File: config.mk
export PLATFORM = sky130hd
export DESIGN_NAME = sdsf_front_end
export DESIGN_NICKNAME = d
export VERILOG_FILES = /design/src/sdsf_pkg.sv /design/src/sdsf_stream_if.sv /design/src/sdsf_fifo.sv /design/src/sdsf_pin_edges.sv /design/src/sdsf_front_end.sv
export SDC_FILE = /design/constraint.sdc
export NUM_CORES = 1
export LEC_CHECK = 0
export ABC_AREA = 1
export BUFFER_PORTS_ARGS = -buffer_cell sky130_fd_sc_hd__buf_4
export CORE_MARGIN = 2
export CORE_UTILIZATION = 59
export CTS_CLUSTER_SIZE = 25
export DETAILED_ROUTE_END_ITERATION = 12
export PLACE_DENSITY_LB_ADDON = 0.05
export SKIP_CTS_REPAIR_TIMING = 1
export SKIP_LAST_GASP = 1
export SLEW_MARGIN = 5
export SYNTH_ARGS = -nofsm -noshare
export SYNTH_HDL_FRONTEND = slang
export SYNTH_SLANG_ARGS = --single-unit
export TNS_END_PERCENT = 30
File: constraint.sdc
create_clock -name clk -period 2.5 [get_ports clk]
set_input_delay 0.375 -clock clk [delete_from_list [all_inputs] [get_ports clk]]
set_output_delay 0.375 -clock clk [all_outputs]
set_load 0.005 [all_outputs]
File: src/sdsf_pkg.sv
package sdsf_pkg;
	// Instruction codes honoured by every die, active or idle
	localparam logic [7:0] OP_DIE_SELECT = 8'hC2;
	localparam logic [7:0] OP_DEVICE_RESET = 8'hFF;
	// Identifier of the die that is active after power-up or device reset
	localparam logic [7:0] DIE_ZERO = 8'h00;
	// Byte shifted out when the read side has nothing ready
	localparam logic [7:0] TX_FILL = 8'hFF;
	// Lane usage as signalled by the instruction decoder
	localparam logic [1:0] LANE_SINGLE = 2'h0;
	localparam logic [1:0] LANE_DUAL = 2'h1;
	localparam logic [1:0] LANE_QUAD = 2'h2;
	// Register lock setting under which the protect pin guards the array region
	localparam logic [1:0] LOCK_HW = 2'h1;
	// Reset values
	localparam logic ARMED_RESET = 1'h0;
	localparam logic [2:0] CNT_RESET = 3'h0;
	localparam logic [3:0] OE_RESET = 4'h0;
	// Receive buffer shape
	localparam int RX_FIFO_DEPTH = 8;
	localparam int RX_FIFO_WIDTH = 9;

	typedef enum logic [1:0] {ST_OPCODE, ST_DIE_IDENTIFIER, ST_BODY, ST_IGNORE} sdsf_state_e;

	// Clock edge index of the last edge of a byte
	function automatic logic [2:0] last_edge(input logic [1:0] mode);
		case (mode)
			LANE_DUAL: last_edge = 3'h3;
			LANE_QUAD: last_edge = 3'h1;
			default: last_edge = 3'h7;
		endcase
	endfunction

	// Shift a byte by one edge's worth of lanes, MSB first
	function automatic logic [7:0] shift_lanes(input logic [7:0] s, input logic [3:0] in, input logic [1:0] mode);
		case (mode)
			LANE_DUAL: shift_lanes = {s[5:0], in[1:0]};
			LANE_QUAD: shift_lanes = {s[3:0], in[3:0]};
			default: shift_lanes = {s[6:0], in[0]};
		endcase
	endfunction
endpackage

File: src/sdsf_stream_if.sv
interface sdsf_stream_if #(parameter int WIDTH = 9) ();
	logic [WIDTH-1:0] data;
	logic valid;
	logic ready;
	modport src (output data, output valid, input ready);
	modport snk (input data, input valid, output ready);
endinterface

File: src/sdsf_fifo.sv
module sdsf_fifo
	import sdsf_pkg::*;
	#(parameter int WIDTH = RX_FIFO_WIDTH,
	parameter int DEPTH = RX_FIFO_DEPTH)
	(input wire logic clk, // System clock
	input wire logic rstn, // Async reset, active low
	sdsf_stream_if.snk wr, // Fill side
	sdsf_stream_if.src rd); // Drain side

	localparam int PW = (DEPTH > 1) ? $clog2(DEPTH) : 1;
	localparam int CW = $clog2(DEPTH + 1);
	localparam logic [PW-1:0] PTR_LAST = PW'(DEPTH - 1);
	localparam logic [CW-1:0] CNT_FULL = CW'(DEPTH);

	logic [WIDTH-1:0] mem [DEPTH];
	logic [PW-1:0] wr_ptr;
	logic [PW-1:0] rd_ptr;
	logic [CW-1:0] count;

	wire do_wr = wr.valid & wr.ready;
	wire do_rd = rd.valid & rd.ready;

	assign wr.ready = count != CNT_FULL;
	assign rd.valid = count != '0;
	assign rd.data = mem[rd_ptr];

	always_ff @(posedge clk) begin
		if (do_wr)
			mem[wr_ptr] <= wr.data;
	end

	always_ff @(posedge clk or negedge rstn) begin
		if (!rstn) begin
			wr_ptr <= '0;
			rd_ptr <= '0;
			count <= '0;
		end else begin
			if (do_wr)
				wr_ptr <= (wr_ptr == PTR_LAST) ? '0 : PW'(wr_ptr + 1'b1);
			if (do_rd)
				rd_ptr <= (rd_ptr == PTR_LAST) ? '0 : PW'(rd_ptr + 1'b1);
			if (do_wr != do_rd)
				count <= do_wr ? CW'(count + 1'b1) : CW'(count - 1'b1);
		end
	end
endmodule // sdsf_fifo

File: src/sdsf_pin_edges.sv
module sdsf_pin_edges (
	input wire logic clk, // System clock
	input wire logic rstn, // Async reset, active low
	input wire logic sclk, // Serial clock pin level
	input wire logic cs_n, // Chip select pin, active low
	input wire logic hold_n, // Pause pin level, active low
	input wire logic quad_active, // Lane three carries data
	output logic sclk_rise, // Rising edge, usable
	output logic sclk_fall, // Falling edge, usable
	output logic cs_fall, // Chip select asserted
	output logic cs_rise, // Chip select released
	output logic paused // Pause condition in force
);
	logic sclk_q;
	logic cs_q;

	assign sclk_rise = sclk & ~sclk_q & ~cs_n & ~paused;
	assign sclk_fall = ~sclk & sclk_q & ~cs_n & ~paused;
	assign cs_fall = ~cs_n & cs_q;
	assign cs_rise = cs_n & ~cs_q;

	always_ff @(posedge clk or negedge rstn) begin
		if (!rstn) begin
			sclk_q <= 1'h0;
			// Low, so a chip select held low through reset never arms
			cs_q <= 1'h0;
			paused <= 1'h0;
		end else begin
			sclk_q <= sclk;
			cs_q <= cs_n;
			// Pause follows the pin only while the clock is low, so a pause never cuts a bit
			if (cs_n || quad_active)
				paused <= 1'h0;
			else if (!sclk)
				paused <= ~hold_n;
		end
	end
endmodule // sdsf_pin_edges

File: src/sdsf_front_end.sv
//
// Contract
// - Every die takes die select plus identifier
// - Every die takes device reset, returns to power-up
// - Die zero active after power-up and reset
// - One die active; idle die never drives
// - Chip select high: deselected, lanes released
// - Ignore instructions until first chip select fall
// - Single lane: sample rising, shift out falling
// - Dual/quad: sample rising, drive falling
// - Single/dual lanes 0-1; quad 0-3
// - Select bit 0: pin with lock bits guards protection register
// - Select bit 1: low pin refuses all writes
// - Select bit 1 refuses quad reads
// - Pin with lock bits guards array region
// - Low pause pin: output off, inputs ignored
// - Quad read/load: pause pin is lane three
// - Idle die ignores other instructions
// - Clock idle low or high both work
module sdsf_front_end
	import sdsf_pkg::*;
	#(parameter logic [7:0] DIE_IDENTIFIER = DIE_ZERO, // Fixed identifier of this die
	parameter int FIFO_DEPTH = RX_FIFO_DEPTH)
	(input wire logic clk, // System clock, 20 MHz
	input wire logic rstn, // Async reset, active low
	input wire logic cs_n, // Chip select pin
	input wire logic sclk, // Serial clock pin
	input wire logic [3:0] lane_in, // Data lane levels seen at the pins
	output logic [3:0] lane_out, // Data lane drive values
	output logic [3:0] lane_oe, // Data lane drive enables
	input wire logic [1:0] lane_mode, // Lane usage of current phase
	input wire logic drive_req, // Current phase sends data to host
	input wire logic quad_read, // Quad read instruction under way
	input wire logic quad_load, // Quad buffer-load instruction under way
	input wire logic wp_sel, // Hardware-protect select bit
	input wire logic [3:0] block_protect_field, // Block protect bits
	input wire logic [1:0] register_lock_field, // Register lock bits
	input wire logic [7:0] tx_data, // Byte to send to host
	input wire logic tx_valid, // Byte to send is present
	output logic tx_ready, // Byte to send taken
	output logic [7:0] rx_data, // Received byte
	output logic rx_first, // Received byte is an opcode
	output logic rx_valid, // Received byte present
	input wire logic rx_ready, // Received byte taken
	output logic rx_overrun, // Byte lost to a full buffer
	output logic die_active, // This die owns the bus
	output logic device_reset, // Device reset instruction seen
	output logic selected, // Chip select low and armed
	output logic paused, // Pause condition in force
	output logic quad_refused, // Quad read refused
	output logic all_write_blocked, // Every write refused
	output logic protreg_write_blocked, // Protection register writes refused
	output logic region_write_locked // Protected array region locked by pin
);

	sdsf_stream_if #(.WIDTH(RX_FIFO_WIDTH)) fifo_in ();
	sdsf_stream_if #(.WIDTH(RX_FIFO_WIDTH)) fifo_out ();

	logic sclk_rise;
	logic sclk_fall;
	logic cs_fall;
	logic cs_rise;
	logic pause_now;
	logic armed;
	sdsf_state_e state;
	sdsf_state_e next_state;
	logic [7:0] rx_shift;
	logic [2:0] rx_cnt;
	logic [7:0] tx_shift;
	logic [2:0] tx_cnt;

	// Lane roles
	wire hold_n_pin = lane_in[3];
	wire wp_n_pin = lane_in[2];
	wire quad_refused_now = wp_sel & quad_read;
	wire quad_active = ~cs_n & ((quad_read & ~wp_sel) | quad_load);
	wire wp_low = ~wp_n_pin & ~quad_active;

	sdsf_pin_edges u_edges (
		.clk(clk),
		.rstn(rstn),
		.sclk(sclk),
		.cs_n(cs_n),
		.hold_n(hold_n_pin),
		.quad_active(quad_active),
		.sclk_rise(sclk_rise),
		.sclk_fall(sclk_fall),
		.cs_fall(cs_fall),
		.cs_rise(cs_rise),
		.paused(pause_now)
	);

	// Receive side: host bits sampled on rising edges
	wire take_in = armed & sclk_rise & ~drive_req;
	wire [7:0] rx_next = shift_lanes(rx_shift, lane_in, lane_mode);
	wire byte_done = take_in & (rx_cnt == last_edge(lane_mode));
	wire is_opcode = state == ST_OPCODE;
	wire op_select = byte_done & is_opcode & (rx_next == OP_DIE_SELECT);
	wire op_reset = byte_done & is_opcode & (rx_next == OP_DEVICE_RESET);
	wire id_done = byte_done & (state == ST_DIE_IDENTIFIER);
	wire id_match = rx_next == DIE_IDENTIFIER;
	wire plain_op = is_opcode & ~op_select & ~op_reset;
	// Idle die forwards nothing
	wire rx_push = byte_done & die_active & (plain_op | (state == ST_BODY));
	wire rx_drop = rx_push & ~fifo_in.ready;

	assign fifo_in.data = {plain_op, rx_next};
	assign fifo_in.valid = rx_push;

	// Transmit side: device bits driven on falling edges
	wire may_drive = armed & ~cs_n & ~pause_now & die_active & drive_req & ~quad_refused_now;
	wire take_out = may_drive & sclk_fall;
	wire tx_load = take_out & (tx_cnt == CNT_RESET);
	wire [7:0] tx_src = tx_load ? (tx_valid ? tx_data : TX_FILL) : tx_shift;
	wire [2:0] tx_last = last_edge(lane_mode);

	// Single uses the output lane only; dual lanes 0-1; quad all four
	wire [3:0] lane_bits = (lane_mode == LANE_QUAD) ? tx_src[7:4] :
		(lane_mode == LANE_DUAL) ? {2'h0, tx_src[7:6]} : {2'h0, tx_src[7], 1'h0};
	wire [3:0] lane_en = (lane_mode == LANE_QUAD) ? 4'hF :
		(lane_mode == LANE_DUAL) ? 4'h3 : 4'h2;
	wire [3:0] next_oe = may_drive ? lane_en : OE_RESET;

	// Protection
	wire next_all_blocked = wp_sel & wp_low;
	wire next_protreg_blocked = wp_low & (wp_sel | (register_lock_field == LOCK_HW));
	wire next_region_locked = wp_low & (register_lock_field == LOCK_HW) & (block_protect_field != 4'h0);

	always_comb begin
		next_state = state;
		if (cs_rise) begin
			next_state = ST_OPCODE;
		end else if (byte_done) begin
			case (state)
				ST_OPCODE: begin
					if (op_select)
						next_state = ST_DIE_IDENTIFIER;
					else if (op_reset || !die_active)
						next_state = ST_IGNORE;
					else
						next_state = ST_BODY;
				end
				ST_DIE_IDENTIFIER: next_state = ST_IGNORE;
				ST_BODY: next_state = ST_BODY;
				ST_IGNORE: next_state = ST_IGNORE;
				default: next_state = ST_OPCODE;
			endcase
		end
	end

	// Power-up arming and die ownership
	always_ff @(posedge clk or negedge rstn) begin
		if (!rstn) begin
			armed <= ARMED_RESET;
			die_active <= (DIE_IDENTIFIER == DIE_ZERO);
			device_reset <= 1'h0;
		end else begin
			if (cs_fall)
				armed <= 1'h1;
			if (op_reset)
				die_active <= (DIE_IDENTIFIER == DIE_ZERO);
			else if (id_done)
				die_active <= id_match;
			device_reset <= op_reset;
		end
	end

	// Serial state; a new frame always restarts at the opcode
	always_ff @(posedge clk or negedge rstn) begin
		if (!rstn) begin
			state <= ST_OPCODE;
			rx_shift <= 8'h00;
			rx_cnt <= CNT_RESET;
			tx_shift <= 8'h00;
			tx_cnt <= CNT_RESET;
		end else begin
			state <= next_state;
			if (cs_rise || cs_fall) begin
				rx_cnt <= CNT_RESET;
				tx_cnt <= CNT_RESET;
			end else begin
				if (take_in) begin
					rx_shift <= rx_next;
					rx_cnt <= byte_done ? CNT_RESET : 3'(rx_cnt + 3'h1);
				end
				if (take_out) begin
					tx_shift <= shift_lanes(tx_src, 4'h0, lane_mode);
					tx_cnt <= (tx_cnt == tx_last) ? CNT_RESET : 3'(tx_cnt + 3'h1);
				end
			end
		end
	end

	// Pin and status outputs, all registered
	always_ff @(posedge clk or negedge rstn) begin
		if (!rstn) begin
			lane_out <= 4'h0;
			lane_oe <= OE_RESET;
			tx_ready <= 1'h0;
			selected <= 1'h0;
			paused <= 1'h0;
			quad_refused <= 1'h0;
			all_write_blocked <= 1'h0;
			protreg_write_blocked <= 1'h0;
			region_write_locked <= 1'h0;
			rx_overrun <= 1'h0;
		end else begin
			if (take_out)
				lane_out <= lane_bits;
			lane_oe <= next_oe;
			tx_ready <= tx_load & tx_valid;
			selected <= armed & ~cs_n;
			paused <= pause_now;
			quad_refused <= quad_refused_now;
			all_write_blocked <= next_all_blocked;
			protreg_write_blocked <= next_protreg_blocked;
			region_write_locked <= next_region_locked;
			// Loss wins over the clear at a new frame
			rx_overrun <= rx_drop | (rx_overrun & ~cs_fall);
		end
	end

	// Host cannot be stalled, so a full buffer drops the byte and flags it
	sdsf_fifo #(.WIDTH(RX_FIFO_WIDTH), .DEPTH(FIFO_DEPTH)) u_rx_fifo (
		.clk(clk),
		.rstn(rstn),
		.wr(fifo_in.snk),
		.rd(fifo_out.src)
	);

	assign rx_data = fifo_out.data[7:0];
	assign rx_first = fifo_out.data[8];
	assign rx_valid = fifo_out.valid;
	assign fifo_out.ready = rx_ready;
endmodule // sdsf_front_end

**After elaboration in Yosys (flattened, before gate mapping)**

Memory sizes are Yosys's and may differ from the RTL's.
Index checks and enable logic that the tools add are counted.
W data, S select, Z words.

- Register bits: 55
- RAM bits: 72
- Input bits: 30
- Output and inout bits: 28
- Memories kept: 1

Memory list:

| name | depth | bits a word | rd ports | clocked after memory_dff | wr ports | line | source |
|---|---|---|---|---|---|---|---|
| u_rx_fifo.mem | 8 | 9 | 1 | 0 | 1 | sdsf_fifo.sv:15 | `logic [WIDTH-1:0] mem [DEPTH];` |

- Add/sub/neg operators: 6
- Equality and inequality tests: 15
- Multiplexer cells: 30
- Bitwise operators: 59
- Reduce and logical (&&, ||, !) cells: 16

Operators by type and width:

| kind | number |
|---|---|
| $and A1 B1 Y1 | 39 |
| $pmux W8 S2 | 2 |
| $mux W3 | 8 |
| $eq A8 B8 Y1 const B | 2 |
| $mux W4 | 4 |
| $mux W8 | 2 |
| $not A1 Y1 | 16 |
| $add A3 B1 Y3 const B | 4 |
| $mux W1 | 9 |
| $logic_not A8 Y1 | 1 |
| $reduce_bool A2 Y1 | 4 |
| $reduce_bool A4 Y1 | 2 |
| $eq A2 B1 Y1 const B | 3 |
| $eq A2 B2 Y1 const B | 3 |
| $eq A3 B3 Y1 | 2 |
| $eq A3 B3 Y1 const B | 2 |
| $mux W2 | 3 |
| $pmux W2 S3 | 1 |
| $pmux W3 S2 | 1 |
| $add A4 B1 Y4 const B | 1 |
| $ne A4 B4 Y1 const B | 1 |
| $or A1 B1 Y1 | 4 |
| $reduce_and A2 Y1 | 2 |
| $sub A4 B1 Y4 const B | 1 |
| other kinds (7) | 9 |

**Longest topological paths before layout**

- Depth after elaboration: 17
- Depth in mapped cells: 22
- Gate-level depth less buffers: 21

**Hierarchy**

A second synthesis with hierarchy kept.

- Cell total of the unflattened synthesis: 628
- Area, all modules: 5982.0 sq um

By module, submodules not included:

| module | instances | cells each | area each (sq um) | sequential area each (sq um) |
|---|---|---|---|---|
| sdsf_fifo | 1 | 286 | 3492.1 | 2412.3 |
| sdsf_front_end | 1 | 323 | 2351.0 | 1002.2 |
| sdsf_pin_edges | 1 | 19 | 138.9 | 75.1 |

**Worst setup path after synthesis**

OpenSTA, ideal clock, no wires.

- Path kind: input -> register
- Start: in lane_mode[0]
- End: reg u_rx_fifo.count[3]
- Arrival: 2609 ps
- Required time: 2384 ps
- Path slack: -225 ps
- Cell stages on the path: 21
- Path through: inv_1 ha_1 inv_2 buf_6 nand3_2 nand3_1 nand2_1 nor2_1 nand3_2 nand3_2 nand2_2 nand3_4 ha_1 nand2_1 nand2_1 a31oi_1 inv_1 nand2_1 nand2_1 nand2_1 nand2_1

- Elaborated cells on any way between the ends: 21

RTL lines:

| item | line | source |
|---|---|---|
| from (decl) | sdsf_front_end.sv:31 | `input wire logic [1:0] lane_mode,` |
| $eq A2 B2 Y1 or $eq A2 B1 Y1 (tied branches) | sdsf_pkg.sv:36 | `case (mode)` |
| $pmux W8 S2 * | sdsf_pkg.sv:36 |  |
| via rx_next[5] | sdsf_front_end.sv:95 | `wire [7:0] rx_next = shift_lanes(rx_shift, lane_in, lane_mode);` |
| $eq A8 B8 Y1 | sdsf_front_end.sv:98 | `wire op_select = byte_done & is_opcode & (rx_next == OP_DIE_SELECT);` |
| $and A1 B1 Y1 | sdsf_front_end.sv:98 |  |
| $not A1 Y1 | sdsf_front_end.sv:102 | `wire plain_op = is_opcode & ~op_select & ~op_reset;` |
| $and A1 B1 Y1 | sdsf_front_end.sv:102 |  |
| $and A1 B1 Y1 * | sdsf_front_end.sv:102 |  |
| $or A1 B1 Y1 * | sdsf_front_end.sv:104 | `wire rx_push = byte_done & die_active & (plain_op \| (state == ST_BODY));` |
| $and A1 B1 Y1 * | sdsf_front_end.sv:104 |  |
| $and A1 B1 Y1 * | sdsf_fifo.sv:20 | `wire do_wr = wr.valid & wr.ready;` |
| $mux W4 or $ne A1 B1 Y1 (tied branches) | sdsf_fifo.sv:43, sdsf_fifo.sv:42 |  |
| to (signal assigned) | sdsf_fifo.sv:43 | `count <= do_wr ? CW'(count + 1'b1) : CW'(count - 1'b1);` |
| to (decl) | sdsf_fifo.sv:18 | `logic [CW-1:0] count;` |

The timed path passes the listed nets; every way through them passes the cells marked *.
A chain may end at the register's enable or synchronous reset.

**Final worst setup path**

- Start: reg u_rx_fifo.rd_ptr[1]
- End: out rx_data[6]

- Cells in the longest elaborated chain, start to end: 1

RTL lines:

| item | line | source |
|---|---|---|
| from (decl) | sdsf_fifo.sv:17 | `logic [PW-1:0] rd_ptr;` |
| from (signal assigned) | sdsf_fifo.sv:41 | `rd_ptr <= (rd_ptr == PTR_LAST) ? '0 : PW'(rd_ptr + 1'b1);` |
| $mem_v2 Z8 W9 | - |  |
| to (decl) | sdsf_front_end.sv:41 | `output logic [7:0] rx_data,` |

Every way passes these cells.

==> impl_metrics.yaml <==
timing:
  whs_ns: 0.07027
  worst_slack_ns: -0.07115
  drv_slew: 0
  slew_headroom: 0.5447
  tightestPinTransition_ns: 0.6829
  finalClockSkew_ns: 0.009709
  finalHoldViolCount: 0
  setup_viol: 1
  setup_tns_ns: -0.07115
  timing.final.crit_share: 1.028
  fmax_mhz: 388.9
  min_period_ns: 2.571
power:
  leakage_uw: 0.003292
  power_density_nw_per_um2: 873.4
  ir_worst_vdd_v: 0.0004912
worst_setup_path:
  reg2reg_depth: 18
  path_max_fanout: 11
  r2r_end: "u_rx_fifo.count[3]$_DFFE_PN0P_"
  startpoint: "u_rx_fifo.rd_ptr[1]$_DFFE_PN0P_"
  reg2reg_slack_ns: 0.16
  endpoint: "rx_data[6]"
  crit_required_ns: 2.12
  end_kind: "primary output"
  path_class: "flip-flop to primary output"
  start_kind: "flip-flop"
  rr_startpoint: "u_edges.paused$_DFFE_PN0P_"
  worst_ep_arrival_time_ns: 2.20
final_layout:
  drive_gt1_frac: 0.2507
  final_cells: 867
  syn2layout_area_growth_pct: 27.18
  final_area_um2: 7465
  nets: 766
  n_antenna_cell: 0
logic_synthesis:
  synth_area_leaders: "edfxtp_1 37%, dfrtp_1 22%, nand2_1 7.0%"
  synth_top_area_frac: 0.3684
  yosysUniqueCellTypes: 40
  ys.flop_type: "edfxtp_1"
  syn_area_um2: 5869
  ys_async_sr_fraction: 0.4240
  syn_inst: 613
  syn_nets: 658
  ys_ff_latch: 125
  yosysMostFrequentCell: "nand2_1"
  synth_top_cell_by_area: "edfxtp_1"
  synthTopCellsByCount: "109 x nand2_1, 99 x nor2_1, 72 x edfxtp_1, 68 x inv_1, 58 x o21ai_0"
  ys_warn_count: 0
  avgSynthCellArea_um2: 9.575
  synth-seq-area-share: 0.5945
  synth_edf_count: 72
cts:
  clk_latency_ns: 0.52
  clockBufferDepth: 2
  cts_tree: "yes"
  cts.clk_slew.worst_paths_ns: 0.06
  cts_buffers: 17
  cts-htree-levels: 4
  clockRootBuffer: "clkbuf_8"
  cts_sinks: 125
run_status:
  status: "finished with violations"
  violations: "setup timing"
placement:
  dp.cells: 831
  numPortBuffers: 57
  gp_congestion: 0.8801
  dp_slack_ns: -0.3613
  hpwl_um: 9503
  dpl-instance-area_um2: 6805
grt:
  grt_start_max_net_pins: 54
  grt_pass1_vias: 4828
  grt_antenna_before_repair: 0
  grt_pass1_wl_um: 23300
  track_usage: 0.2740
  overflow: 0
hold_path:
  whs_path_depth: 2
  hold_path.startpoint: "lane_in[3]"
  hp-class: "primary input to flip-flop"
drt:
  vias_per_cell: 5.499
  ant_nets: 0
  drt_iter0_markers: 390
  drcViolationCount: 0
  drtPass1Iterations: 8
  vias: 4768
  wl_um: 14070
  wire_per_inst_um: 16.22
floorplanning:
  ioPinCount: 58
  coreArea_um2: 9729
  die_area_um2: 10760
  die_y_um: 103.7
  fp.dieW_um: 103.7
  rows: 36
  initial_core_util: 0.6033
job:
  drv_cap: 0
-- worst max-delay path, cell delays in order (launching register included) --
cell and delay, ns:
dfrtp_1 0.38, inv_1 0.30, o21ai_0 0.18, o22ai_1 0.25
nor2_1 0.11, a31oi_1 0.29, buf_4 0.17
-- cells in the final DEF, fill, tap and decap left out, types with 5 or more instances in the layout --
| cell | count |
|---|---|
| a21oi_1 | 5 |
| a31oi_1 | 10 |
| buf_12 | 7 |
| buf_4 | 97 |
| clkbuf_16 | 16 |
| dfrtp_1 | 51 |
| edfxtp_1 | 72 |
| ha_1 | 12 |
| inv_1 | 68 |
| inv_2 | 6 |
| inv_6 | 6 |
| nand2_1 | 107 |
| nand2_2 | 8 |
| nand3_1 | 21 |
| nand3_2 | 11 |
| nor2_1 | 96 |
| nor2_2 | 11 |
| o21ai_0 | 57 |
| o21ai_1 | 7 |
| o22ai_1 | 15 |
-- registers in the layout, indices dropped and copies added (netlist names), 2 cells and up --
name and flops:
u_rx_fifo.mem 72, rx_shift 7, tx_shift 7, lane_out 4
u_rx_fifo.count 4, lane_oe 3, rx_cnt 3, tx_cnt 3
u_rx_fifo.rd_ptr 3, u_rx_fifo.wr_ptr 3, state 2
-- area by class of cell --
type	count	area, um2
Clock buffer	17	414.1
Clock inverter	15	151.4
Fill cell	684	2265
Inverter	78	302.8
Multi-Input combinational cell	393	2051
Sequential cell	125	3491
Tap cell	133	166.4
Timing Repair Buffer	106	888.4
-- cell families after synthesis --
group / Yosys count / synth area share
simple gates: 271 / 0.2055
flops: 125 / 0.5945
compound gates: 105 / 0.1004
buf+inv: 95 / 0.06331
fa+ha+maj: 15 / 0.03326
xor+xnor: 2 / 0.002985
-- metal layers --
metal | part of all wire | wire (um) | global-route usage | up-vias
met5 | 0 | 0 | 0 | -
met4 | 0.019 | 274 | 0.08398 | 0
met3 | 0.055 | 775 | 0.07237 | 27
met2 | 0.53 | 7450 | 0.4915 | 172
met1 | 0.40 | 5566 | 0.3233 | 2300
li1 | - | - | - | 2269
-- power by group --
part / internal [uW] / total, uW / switching (uW) / leakage [uW]
Sequential: 2290 / 2380 / 92.6 / 0.00131
Combinational: 734 / 1800 / 1060 / 0.00171
Clock: 1350 / 2340 / 988 / 0.000276
-- stage by stage --
step / utilization / total power, uW
6_report: 0.7672 / 6520
5_1_grt: 0.7672 / 6816
4_1_cts: 0.7576 / 6429
3_5_place_dp: 0.6995 / 4074
3_3_place_gp: 0.6995 / 3986
2_1_floorplan: - / 3351
-- worst min-delay path by stage --
stage               slack [ns]                           to
finish                    0.07   u_edges.paused$_DFFE_PN0P_
global placement          0.46      tx_shift[1]$_DFFE_PN0P_
CTS                      -0.09           tx_ready$_DFF_PN0_
global route              0.07   u_edges.paused$_DFFE_PN0P_
floorplan                 0.08  all_write_blocked$_DFF_PN0_
detailed placement        0.46           tx_ready$_DFF_PN0_
(Power assumes the default switching activity.)
